--- config.mk ---
export PLATFORM = sky130hd
export DESIGN_NAME = dbt_trap_unit
export DESIGN_NICKNAME = d
export VERILOG_FILES = /design/src/dbt_pkg.sv /design/src/dbt_trap_unit.sv
export SDC_FILE = /design/constraint.sdc
export NUM_CORES = 2
export LEC_CHECK = 0
export BUFFER_PORTS_ARGS = -buffer_cell sky130_fd_sc_hd__buf_2
export CORE_UTILIZATION = 30
export DETAILED_ROUTE_END_ITERATION = 8
export SLEW_MARGIN = 0
export SYNTH_ARGS = -nofsm -noshare
export SYNTH_HDL_FRONTEND = slang
export SYNTH_SLANG_ARGS = --single-unit
--- constraint.sdc ---
create_clock -name clock_in -period 19.72 [get_ports clock_in]
set_clock_uncertainty 0.2 [all_clocks]
set_input_delay 3.944 -clock clock_in [delete_from_list [all_inputs] [get_ports clock_in]]
set_output_delay 3.944 -clock clock_in [all_outputs]
set_load 0.1 [all_outputs]
--- src/dbt_pkg.sv ---
// Shared constants and types for the debug breakpoint trap unit.
package dbt_pkg;

  // ----------------------------------------------------------------
  // Register map (index on the register port).
  // ----------------------------------------------------------------
  localparam logic [2:0] OFS_BP0     = 3'h0;  // Address registers 0..3 at 0..3.
  localparam logic [2:0] OFS_STATUS  = 3'h4;  // Debug status register.
  localparam logic [2:0] OFS_CONTROL = 3'h5;  // Debug control register.
  localparam logic [2:0] OFS_CR4     = 3'h6;  // Control register four image.
  localparam logic [2:0] OFS_FLAGS   = 3'h7;  // Flags register image.

  // ----------------------------------------------------------------
  // Field positions and reset values.
  // ----------------------------------------------------------------
  localparam int NUM_BP   = 4;   // Breakpoint address registers.
  localparam int GD_BIT   = 13;  // General-detect enable in control.
  localparam int RW_LSB   = 16;  // Access type of bp n at RW_LSB+4n.
  localparam int LEN_LSB  = 18;  // Match length of bp n at LEN_LSB+4n.
  localparam int BD_BIT   = 13;  // General-detect hit in status.
  localparam int BT_BIT   = 15;  // Task breakpoint flag in status.
  localparam int DE_BIT   = 3;   // Debug extension enable in cr4.
  localparam int RF_BIT   = 16;  // Resume flag in flags image.
  localparam logic [63:0] LOCAL_MASK  = 64'h0000_0000_0000_0055;
  localparam logic [63:0] CONTROL_RST = 64'h0000_0000_0000_0000;
  localparam logic [63:0] STATUS_RST  = 64'h0000_0000_0000_0000;
  localparam logic [7:0]  DB_VECTOR   = 8'h01;

  // Access type codes.
  typedef enum logic [1:0] {
    ACC_INSTR = 2'b00,
    ACC_WRITE = 2'b01,
    ACC_IO    = 2'b10,
    ACC_RW    = 2'b11
  } dbt_acc_t;

  // Match length codes.
  typedef enum logic [1:0] {
    LEN_1 = 2'b00,
    LEN_2 = 2'b01,
    LEN_8 = 2'b10,
    LEN_4 = 2'b11
  } dbt_len_t;

endpackage

--- src/dbt_trap_unit.sv ---
// Debug breakpoint trap unit: address compare, status, exception request.
//
// Notes on behaviour
// RL1: Every debug exception uses vector one.
// RL2: Instruction and general-detect trap before; others after.
// RL3: Repeated operations may trap between iterations.
// RL4: Post-instruction conditions outrank instruction matches.
// RL5: Same instruction: instruction match first, data after.
// RL6: Armed only when local or global enable set.
// RL7: Type 00 compares next instruction address only.
// RL8: Instruction match sets hit, returns matched address.
// RL9: Resume flag masks instruction matches for one instruction.
// RL10: Type 01 matches writes, 11 reads and writes.
// RL11: Length codes give one, two, four, eight bytes.
// RL12: Data match traps after access, returns next address.
// RL13: Unfinished repeated string returns its own address.
// RL14: Type 10 compares I/O ports when extensions enabled.
// RL15: I/O lengths select byte, word, doubleword.
// RL16: Port address zero-extended to 64 bits.
// RL17: Repeated port strings trap after each iteration.
// RL18: Trapped task switch raises exception, sets task flag.
// RL19: Task trap bit is never cleared here.
// RL20: General detect traps any debug register move.
// RL21: General detect clears enable, sets detect hit.
// RL22: General detect traps before the move executes.
// RL23: Length masks low address bits; overlap matches.
// RL24: Task switch clears local enables, never global.
// RL25: All registers compared in parallel, all hits set.
module dbt_trap_unit
  import dbt_pkg::*;
(
  input  wire logic        clock_in,
  input  wire logic        rst_n_in,
  input  wire logic [2:0]  reg_addr_in,
  input  wire logic [63:0] reg_wdata_in,
  input  wire logic        reg_wr_in,
  input  wire logic        reg_rd_in,
  output logic      [63:0] reg_rdata_out,
  input  wire logic        instr_valid_in,
  input  wire logic [63:0] instr_addr_in,
  input  wire logic        instr_dr_move_in,
  input  wire logic        retire_in,
  input  wire logic [63:0] retire_addr_in,
  input  wire logic [63:0] retire_next_in,
  input  wire logic        rep_pending_in,
  input  wire logic        mem_valid_in,
  input  wire logic        mem_write_in,
  input  wire logic [63:0] mem_addr_in,
  input  wire logic [1:0]  mem_size_in,
  input  wire logic        io_valid_in,
  input  wire logic [15:0] io_port_in,
  input  wire logic [1:0]  io_size_in,
  input  wire logic        long_mode_in,
  input  wire logic        task_switch_in,
  input  wire logic        task_trap_in,
  input  wire logic [63:0] task_entry_in,
  output logic             exc_out,
  output logic      [7:0]  exc_vector_out,
  output logic             exc_before_out,
  output logic      [63:0] return_addr_out
);

  // ----------------------------------------------------------------
  // Reset release.
  // ----------------------------------------------------------------
  logic [1:0] rst_pipe;  // Two-stage release of the reset.
  logic       rst_n;     // Synchronised reset used everywhere else.

  // The reset asserts at once but leaves only after two edges.
  always_ff @(posedge clock_in or negedge rst_n_in) begin
    if (!rst_n_in) begin
      rst_pipe <= 2'h0;
    end else begin
      rst_pipe <= {rst_pipe[0], 1'b1};
    end
  end
  assign rst_n = rst_pipe[1];

  // ----------------------------------------------------------------
  // Register state.
  // ----------------------------------------------------------------
  logic [63:0] bp_address_reg [NUM_BP];  // Breakpoint addresses.
  logic [63:0] debug_control_reg;        // Enables, types, lengths.
  logic [63:0] debug_status_reg;         // Hit flags.
  logic        debug_ext_enable;         // Bit of control register four.
  logic        resume_flag;              // Bit of the flags register.

  // ----------------------------------------------------------------
  // Range compare helpers.
  // ----------------------------------------------------------------
  // Byte span of a length code; the eight-byte code only counts in long
  // mode, otherwise it is treated as one byte.
  function automatic logic [63:0] span_of(input logic [1:0] len, input logic lm);
    // Codes outside the table fall back to one byte.
    case (dbt_len_t'(len))
      LEN_2:   span_of = 64'h2; // RL11
      LEN_4:   span_of = 64'h4; // RL11
      LEN_8:   span_of = lm ? 64'h8 : 64'h1; // RL11
      default: span_of = 64'h1; // RL11
    endcase
  endfunction

  // True when any byte of the access falls in the masked breakpoint range.
  function automatic logic overlap(input logic [63:0] a, input logic [1:0] asz,
                                   input logic [63:0] bp, input logic [1:0] len,
                                   input logic lm);
    logic [63:0] sp;
    logic [63:0] lo;
    logic [63:0] hi;
    logic [63:0] ahi;

    sp  = span_of(len, lm);
    lo  = bp & ~(sp - 64'h1); // RL23
    hi  = lo + sp - 64'h1;
    ahi = a + (64'h1 << asz) - 64'h1;
    overlap = (a <= hi) && (ahi >= lo); // RL23
  endfunction

  // ----------------------------------------------------------------
  // Per-register match logic.
  // ----------------------------------------------------------------
  logic [NUM_BP-1:0] instr_hit;  // Instruction address matches.
  logic [NUM_BP-1:0] data_hit;   // Memory access matches.
  logic [NUM_BP-1:0] io_hit;     // Port access matches.
  logic [63:0]       io_addr;    // Port number widened for compare.

  assign io_addr = {48'h0, io_port_in};           // RL16

  // All four comparators run side by side every cycle.
  generate
    for (genvar i = 0; i < NUM_BP; i++) begin : g_bp
      logic       armed;
      logic [1:0] acc;
      logic [1:0] len;
      assign armed = debug_control_reg[2*i] | debug_control_reg[2*i+1];  // RL6
      assign acc   = debug_control_reg[RW_LSB+4*i +: 2];
      assign len   = debug_control_reg[LEN_LSB+4*i +: 2];

      // Instruction compare is exact; length must be programmed to one byte.
      assign instr_hit[i] = armed && (acc == ACC_INSTR) // RL7
                            && (instr_addr_in == bp_address_reg[i]);

      // Write-only or read-write data compare.
      assign data_hit[i] = armed && mem_valid_in
                           && ((acc == ACC_RW) || ((acc == ACC_WRITE) && mem_write_in)) // RL10
                           && overlap(mem_addr_in, mem_size_in, bp_address_reg[i],
                                      len, long_mode_in); // RL23

      // Port compare only exists with the debug extensions on.
      // Port lengths are byte spans, as for data outside long mode.
      assign io_hit[i] = armed && io_valid_in && debug_ext_enable // RL14
                         && (acc == ACC_IO)
                         && overlap(io_addr, io_size_in, bp_address_reg[i],
                                    len, 1'b0); // RL15
    end
  endgenerate

  // ----------------------------------------------------------------
  // Exception decision.
  // ----------------------------------------------------------------
  logic [NUM_BP-1:0] post_hit;   // Hits reported after the instruction.
  logic              task_fire;  // Trapped task switch.
  logic              post_fire;  // After-instruction exception this cycle.
  logic              gd_fire;    // General-detect exception.
  logic              im_fire;    // Instruction-match exception.
  logic              pre_fire;   // Before-instruction exception.

  assign post_hit  = retire_in ? (data_hit | io_hit) : '0;  // RL25
  assign task_fire = task_switch_in && task_trap_in; // RL18

  // Each retire may be one iteration of a repeated operation, so a hit
  // can be reported between iterations.
  assign post_fire = (|post_hit) || task_fire; // RL3

  // Pending after-instruction work wins; the dropped instruction check is
  // made again when the core presents the instruction after the handler.
  assign gd_fire   = instr_valid_in && instr_dr_move_in
                     && debug_control_reg[GD_BIT] && !post_fire; // RL20

  // The resume flag hides matches only; general detect still acts.
  assign im_fire   = instr_valid_in && !resume_flag
                     && (|instr_hit) && !post_fire; // RL4

  assign pre_fire  = gd_fire || im_fire; // RL2

  // ----------------------------------------------------------------
  // Address registers and control register four.
  // ----------------------------------------------------------------
  // Software writes; the trapped move never reaches here because the core
  // holds it back while the exception is taken first.
  always_ff @(posedge clock_in or negedge rst_n) begin
    if (!rst_n) begin
      for (int k = 0; k < NUM_BP; k++) begin
        bp_address_reg[k] <= 64'h0;
      end
      debug_ext_enable <= 1'b0;
    end else if (reg_wr_in) begin
      if (reg_addr_in < OFS_STATUS) begin
        bp_address_reg[reg_addr_in[1:0]] <= reg_wdata_in;
      end

      // Only the extension bit of the image is kept.
      if (reg_addr_in == OFS_CR4) begin
        debug_ext_enable <= reg_wdata_in[DE_BIT];
      end
    end
  end

  // ----------------------------------------------------------------
  // Control register.
  // ----------------------------------------------------------------
  // Hardware clears take effect on top of a same-cycle software write.
  always_ff @(posedge clock_in or negedge rst_n) begin
    if (!rst_n) begin
      debug_control_reg <= CONTROL_RST;
    end else begin
      logic [63:0] next_ctl;
      next_ctl = (reg_wr_in && reg_addr_in == OFS_CONTROL) ? reg_wdata_in
                                                           : debug_control_reg;

      // Locals belong to the old task; globals survive.
      if (task_switch_in) begin
        next_ctl = next_ctl & ~LOCAL_MASK; // RL24
      end

      if (gd_fire) begin
        next_ctl[GD_BIT] = 1'b0; // RL21
      end
      debug_control_reg <= next_ctl;
    end
  end

  // ----------------------------------------------------------------
  // Status register.
  // ----------------------------------------------------------------
  // Software may clear flags by writing; a hit in the same cycle wins.
  always_ff @(posedge clock_in or negedge rst_n) begin
    if (!rst_n) begin
      debug_status_reg <= STATUS_RST;
    end else begin
      logic [63:0] next_sts;
      next_sts = (reg_wr_in && reg_addr_in == OFS_STATUS) ? reg_wdata_in
                                                          : debug_status_reg;

      if (post_fire) begin
        next_sts[NUM_BP-1:0] = next_sts[NUM_BP-1:0] | post_hit; // RL12
        next_sts[BT_BIT]     = next_sts[BT_BIT] | task_fire; // RL18
      end

      if (im_fire) begin
        next_sts[NUM_BP-1:0] = next_sts[NUM_BP-1:0] | instr_hit; // RL8
      end

      if (gd_fire) begin
        next_sts[BD_BIT] = 1'b1; // RL21
      end
      debug_status_reg <= next_sts;
    end
  end

  // ----------------------------------------------------------------
  // Resume flag.
  // ----------------------------------------------------------------
  // Cleared when an instruction retires; a software set in that cycle wins.
  always_ff @(posedge clock_in or negedge rst_n) begin
    if (!rst_n) begin
      resume_flag <= 1'b0;
    end else if (reg_wr_in && reg_addr_in == OFS_FLAGS) begin
      resume_flag <= reg_wdata_in[RF_BIT];
    end else if (retire_in) begin
      // Any retire counts as the one instruction the flag covers.
      resume_flag <= 1'b0; // RL9
    end
  end

  // ----------------------------------------------------------------
  // Exception request outputs.
  // ----------------------------------------------------------------
  // The task trap bit lives in memory and is left for software to clear.
  always_ff @(posedge clock_in or negedge rst_n) begin
    if (!rst_n) begin
      exc_out         <= 1'b0;
      exc_vector_out  <= 8'h00;
      exc_before_out  <= 1'b0;
      return_addr_out <= 64'h0;
    end else begin
      // One-cycle pulse; the core takes it at the next edge.
      exc_out        <= post_fire || pre_fire;
      exc_vector_out <= DB_VECTOR; // RL1
      exc_before_out <= pre_fire; // RL22

      // The new task's first instruction is where the handler returns.
      if (task_fire) begin
        return_addr_out <= task_entry_in; // RL19
      end else if (post_fire && rep_pending_in) begin
        return_addr_out <= retire_addr_in; // RL13 RL17
      end else if (post_fire) begin
        return_addr_out <= retire_next_in; // RL12
      end else if (pre_fire) begin
        return_addr_out <= instr_addr_in; // RL8 RL5
      end
    end
  end

  // ----------------------------------------------------------------
  // Register read port.
  // ----------------------------------------------------------------
  // Data stand in the cycle after the read strobe and only there.
  always_ff @(posedge clock_in or negedge rst_n) begin
    if (!rst_n) begin
      reg_rdata_out <= 64'h0;
    end else if (reg_rd_in) begin
      case (reg_addr_in)
        OFS_STATUS:  reg_rdata_out <= debug_status_reg;
        OFS_CONTROL: reg_rdata_out <= debug_control_reg;
        OFS_CR4:     reg_rdata_out <= {60'h0, debug_ext_enable, 3'h0};
        OFS_FLAGS:   reg_rdata_out <= {47'h0, resume_flag, 16'h0};
        default:     reg_rdata_out <= bp_address_reg[reg_addr_in[1:0]];
      endcase
    end else begin
      reg_rdata_out <= 64'h0;
    end
  end
endmodule

==> metrics.yaml <==
critical_path:
  max_stage_delay_ps: 1050
  worstPathMaxFanout: 34
  reg2reg_depth: 39
  cp_num_buf_inv: 5
  cp.required_ps: 20130
  slowest_stage: "a2111oi_0"
  rrSetupSlack_ps: 6460
  end_kind: "flop"
  setup.worst_path.class: "input port to flop"
  arrival_ps: 16240
  rr_startpoint: "debug_control_reg[30]"
  cpLargestDelayFamily: "compound AO/OA/AOI/OAI gates"
  reg2reg_to: "return_addr_out[7]"
  crit_path_start_kind: "input port"
die:
  dieHeight_um: 521
  core_um2: 268000
  ios: 559
  initial_core_util_pct: 30.2
  die_area_um2: 272000
  die_x_um: 521
  num_rows: 190
clocking:
  cts_buffers: 54
  cts_max_level: 2
  cts_sinks: 519
  root_buffer: "clkbuf_16"
  insertion_delay_ps: 710
  cts_resized: 0
  cts_buffer_depth: 3
  clkTransAtPathRegs_ps: 70
  cts_tree: "yes"
  cts_hold_buffers: 0
  post-cts-setup-buffer-count: 0
final_layout:
  fin_util_pct: 33.3
  drive_above_1_share_pct: 11.6
  largest_register_ffs: 256
  final_nets: 12300
  fillers: 28500
  multi_input_area_um2: 62300
  seqCellArea_um2: 13000
  area_growth_pct: 10.3
sta:
  final-hold-violation-count: 0
  rsz0062_at_grt: "no"
  worst_hold_slack_ps: 27.0
  max_freq_mhz: 63.2
  setup_viol: 0
  tns_ps: 0
  worstMarginPinSlew_ps: 1410
  slew_headroom_pct: 4.48
  period_share_pct: 80.3
  period_needed_ps: 15830
  maxSlewViolCount: 0
logic_synthesis:
  async_flop_share_pct: 100
  synth.distinct_cells: 107
  seq_area_frac_synth_pct: 16.1
  synth_seq_cells: 519
  synth_xor_area_share_pct: 7.86
  yosysWarnings: 0
  yosys_most_used_dff: "dfrtp_1"
  synth.area.mux_share_pct: 6.34
  syn_area_per_cell_um2: 7.90
  synth_top_family_by_area: "compound AO/OA/AOI/OAI gates"
  synth-compound-area-share_pct: 23.5
  synth_edf_count: 0
  syn_inst: 10200
  syn-cell-area_um2: 80800
  yosys.area_share.simple_pct: 17.1
  yosys.area_share.adder_pct: 22.1
global_routing:
  grt_pass1_vias: 77400
  gr-total-overflow: 0
  antenna_found_initial: 78
  grt_start_max_net_pins: 175
  track_usage_pct: 28.7
  grt_pass1_wl_um: 558000
drt:
  wire_per_inst_um: 28.8
  postRouteAntennaNets: 0
  vias: 82800
  drc: 0
  first_pass_iters: 7
  totalWireLength_um: 405000
  vias_per_cell: 5.89
  drt-initial-drc-count: 9145
worst_hold_path:
  hp-class: "flop to asynchronous set/reset pin"
flow_run:
  cap_violations: 0
outcome:
  status: "finished clean"
placement:
  gp_congestion: 1.18
  io_buffers: 551
  hpwlAfterDp_um: 339000
power:
  cellPowerDensity_nw_per_um2: 135
  p_leak_nw: 41.8
  peakVddDrop_mv: 0.0836
where the power goes:
part | switching (mW) | total [mW] | leakage [nW] | internal [mW]
combinational | 5.71 | 8.96 | 34.5 | 3.25
clock | 0.531 | 1.23 | 0.980 | 0.704
sequential | 0.552 | 1.84 | 6.29 | 1.29
synth_stat cells (15+ instances only):
master	n	area, um^2
nand3_1	217	1090
a31oi_1	66	413
nand2b_1	201	1260
a221oi_1	17	149
a211oi_1	154	1160
nand3b_1	19	143
nand4_1	318	1990
nor2_1	466	1750
dfrtp_1	519	13000
o21ai_0	642	3210
a221o_1	18	180
a2111oi_0	29	254
and4_1	15	131
buf_2	26	130
and3_1	50	313
a21boi_0	21	158
a211o_1	28	245
o21ai_1	21	105
a21o_1	431	3240
nor3_1	218	1090
xnor2_1	425	3720
mux2i_1	152	1520
and2_1	103	644
or4_1	21	158
xor2_1	299	2620
o21a_1	101	758
nand2_1	720	2700
or2_2	39	244
o2111ai_1	27	236
mux4_2	64	1440
or3_1	52	325
o211ai_1	77	578
o31ai_1	28	210
ha_1	1413	17700
o22ai_1	75	469
clkbuf_1	489	1840
mux2_2	192	2160
a21oi_1	853	4270
buf_1	25	93.8
o221a_2	65	732
nor2b_1	177	1110
o21bai_1	94	706
inv_1	914	3430
nor4_1	87	544
how the worst max path moves through the flow:
stage            startpoint             endpoint  slack, ps  cells past startpoint
4_1_cts        long_mode_in   return_addr_out[5]       4200                     42
5_1_grt        long_mode_in  return_addr_out[25]       3280                     43
6_report       long_mode_in   return_addr_out[7]       3890                     43
3_3_place_gp   long_mode_in  return_addr_out[15]       3640                     42
3_5_place_dp   long_mode_in   return_addr_out[5]       3500                     42
2_1_floorplan   rst_pipe[1]    bp_address_reg[0]       3980                      0
layer usage:
metal | track usage [%] | up-vias | wire length, um
li1 | - | 37500 | -
met1 | 37.1 | 39800 | 164000
met2 | 42.3 | 4538 | 165000
met3 | 6.15 | 886 | 43000
met4 | 20.3 | 23 | 33200
met5 | 0 | - | 150
layout make-up:
type                            count  share of cell area, %
Antenna cell                       34                 0.0954
Inverter                          915                   3.85
Multi-Input combinational cell   8251                   69.9
Tap cell                         3552                   4.99
Timing Repair Buffer              693                   4.33
Sequential cell                   519                   14.6
Clock inverter                     33                  0.648
Clock buffer                       64                   1.64
layout by cell type, fill, tap and decap left out, types with 38 or more instances in the layout:
cell type,instances
ha_1,1413
inv_1,914
a21oi_1,853
nand2_1,719
o21ai_0,641
buf_2,547
dfrtp_1,518
nor2_1,465
a21o_1,430
xnor2_1,425
nand4_1,318
xor2_1,299
nand3_1,217
nor3_1,209
nand2b_1,200
mux2_2,192
nor2b_1,177
a211oi_1,154
mux2i_1,152
buf_4,143
and2_1,102
o21a_1,101
o21bai_1,94
nor4_1,85
o211ai_1,77
o22ai_1,75
a31oi_1,66
o221a_2,65
mux4_2,64
clkbuf_16,55
or3_1,52
and3_1,50
or2_2,38
cell families after synthesis:
family                     count (synthesis)
other                                      2
muxes                                    408
DFF                                      519
xor gates and xnor gates                 725
buffers and inverters                   1476
adders and majority gates               1424
and+or+nand+nor                         2741
AOI/OAI and AO/OA                       2944
metrics by stage:
| step | std cells | cell area [um^2] | setup slack, ps | power [mW] |
|---|---|---|---|---|
| detailed placement | 13900 | 87000 | 3500 | 10.5 |
| CTS | 14000 | 89100 | 4200 | 11.7 |
| global route | 14000 | 89100 | 3280 | 12.8 |
| floorplan | 10200 | 80900 | 3980 | 7.76 |
| global placement | 13900 | 87000 | 3640 | 10.5 |
| finish | 14100 | 89200 | 3890 | 12.0 |
Power figures use the tool's default switching activity.
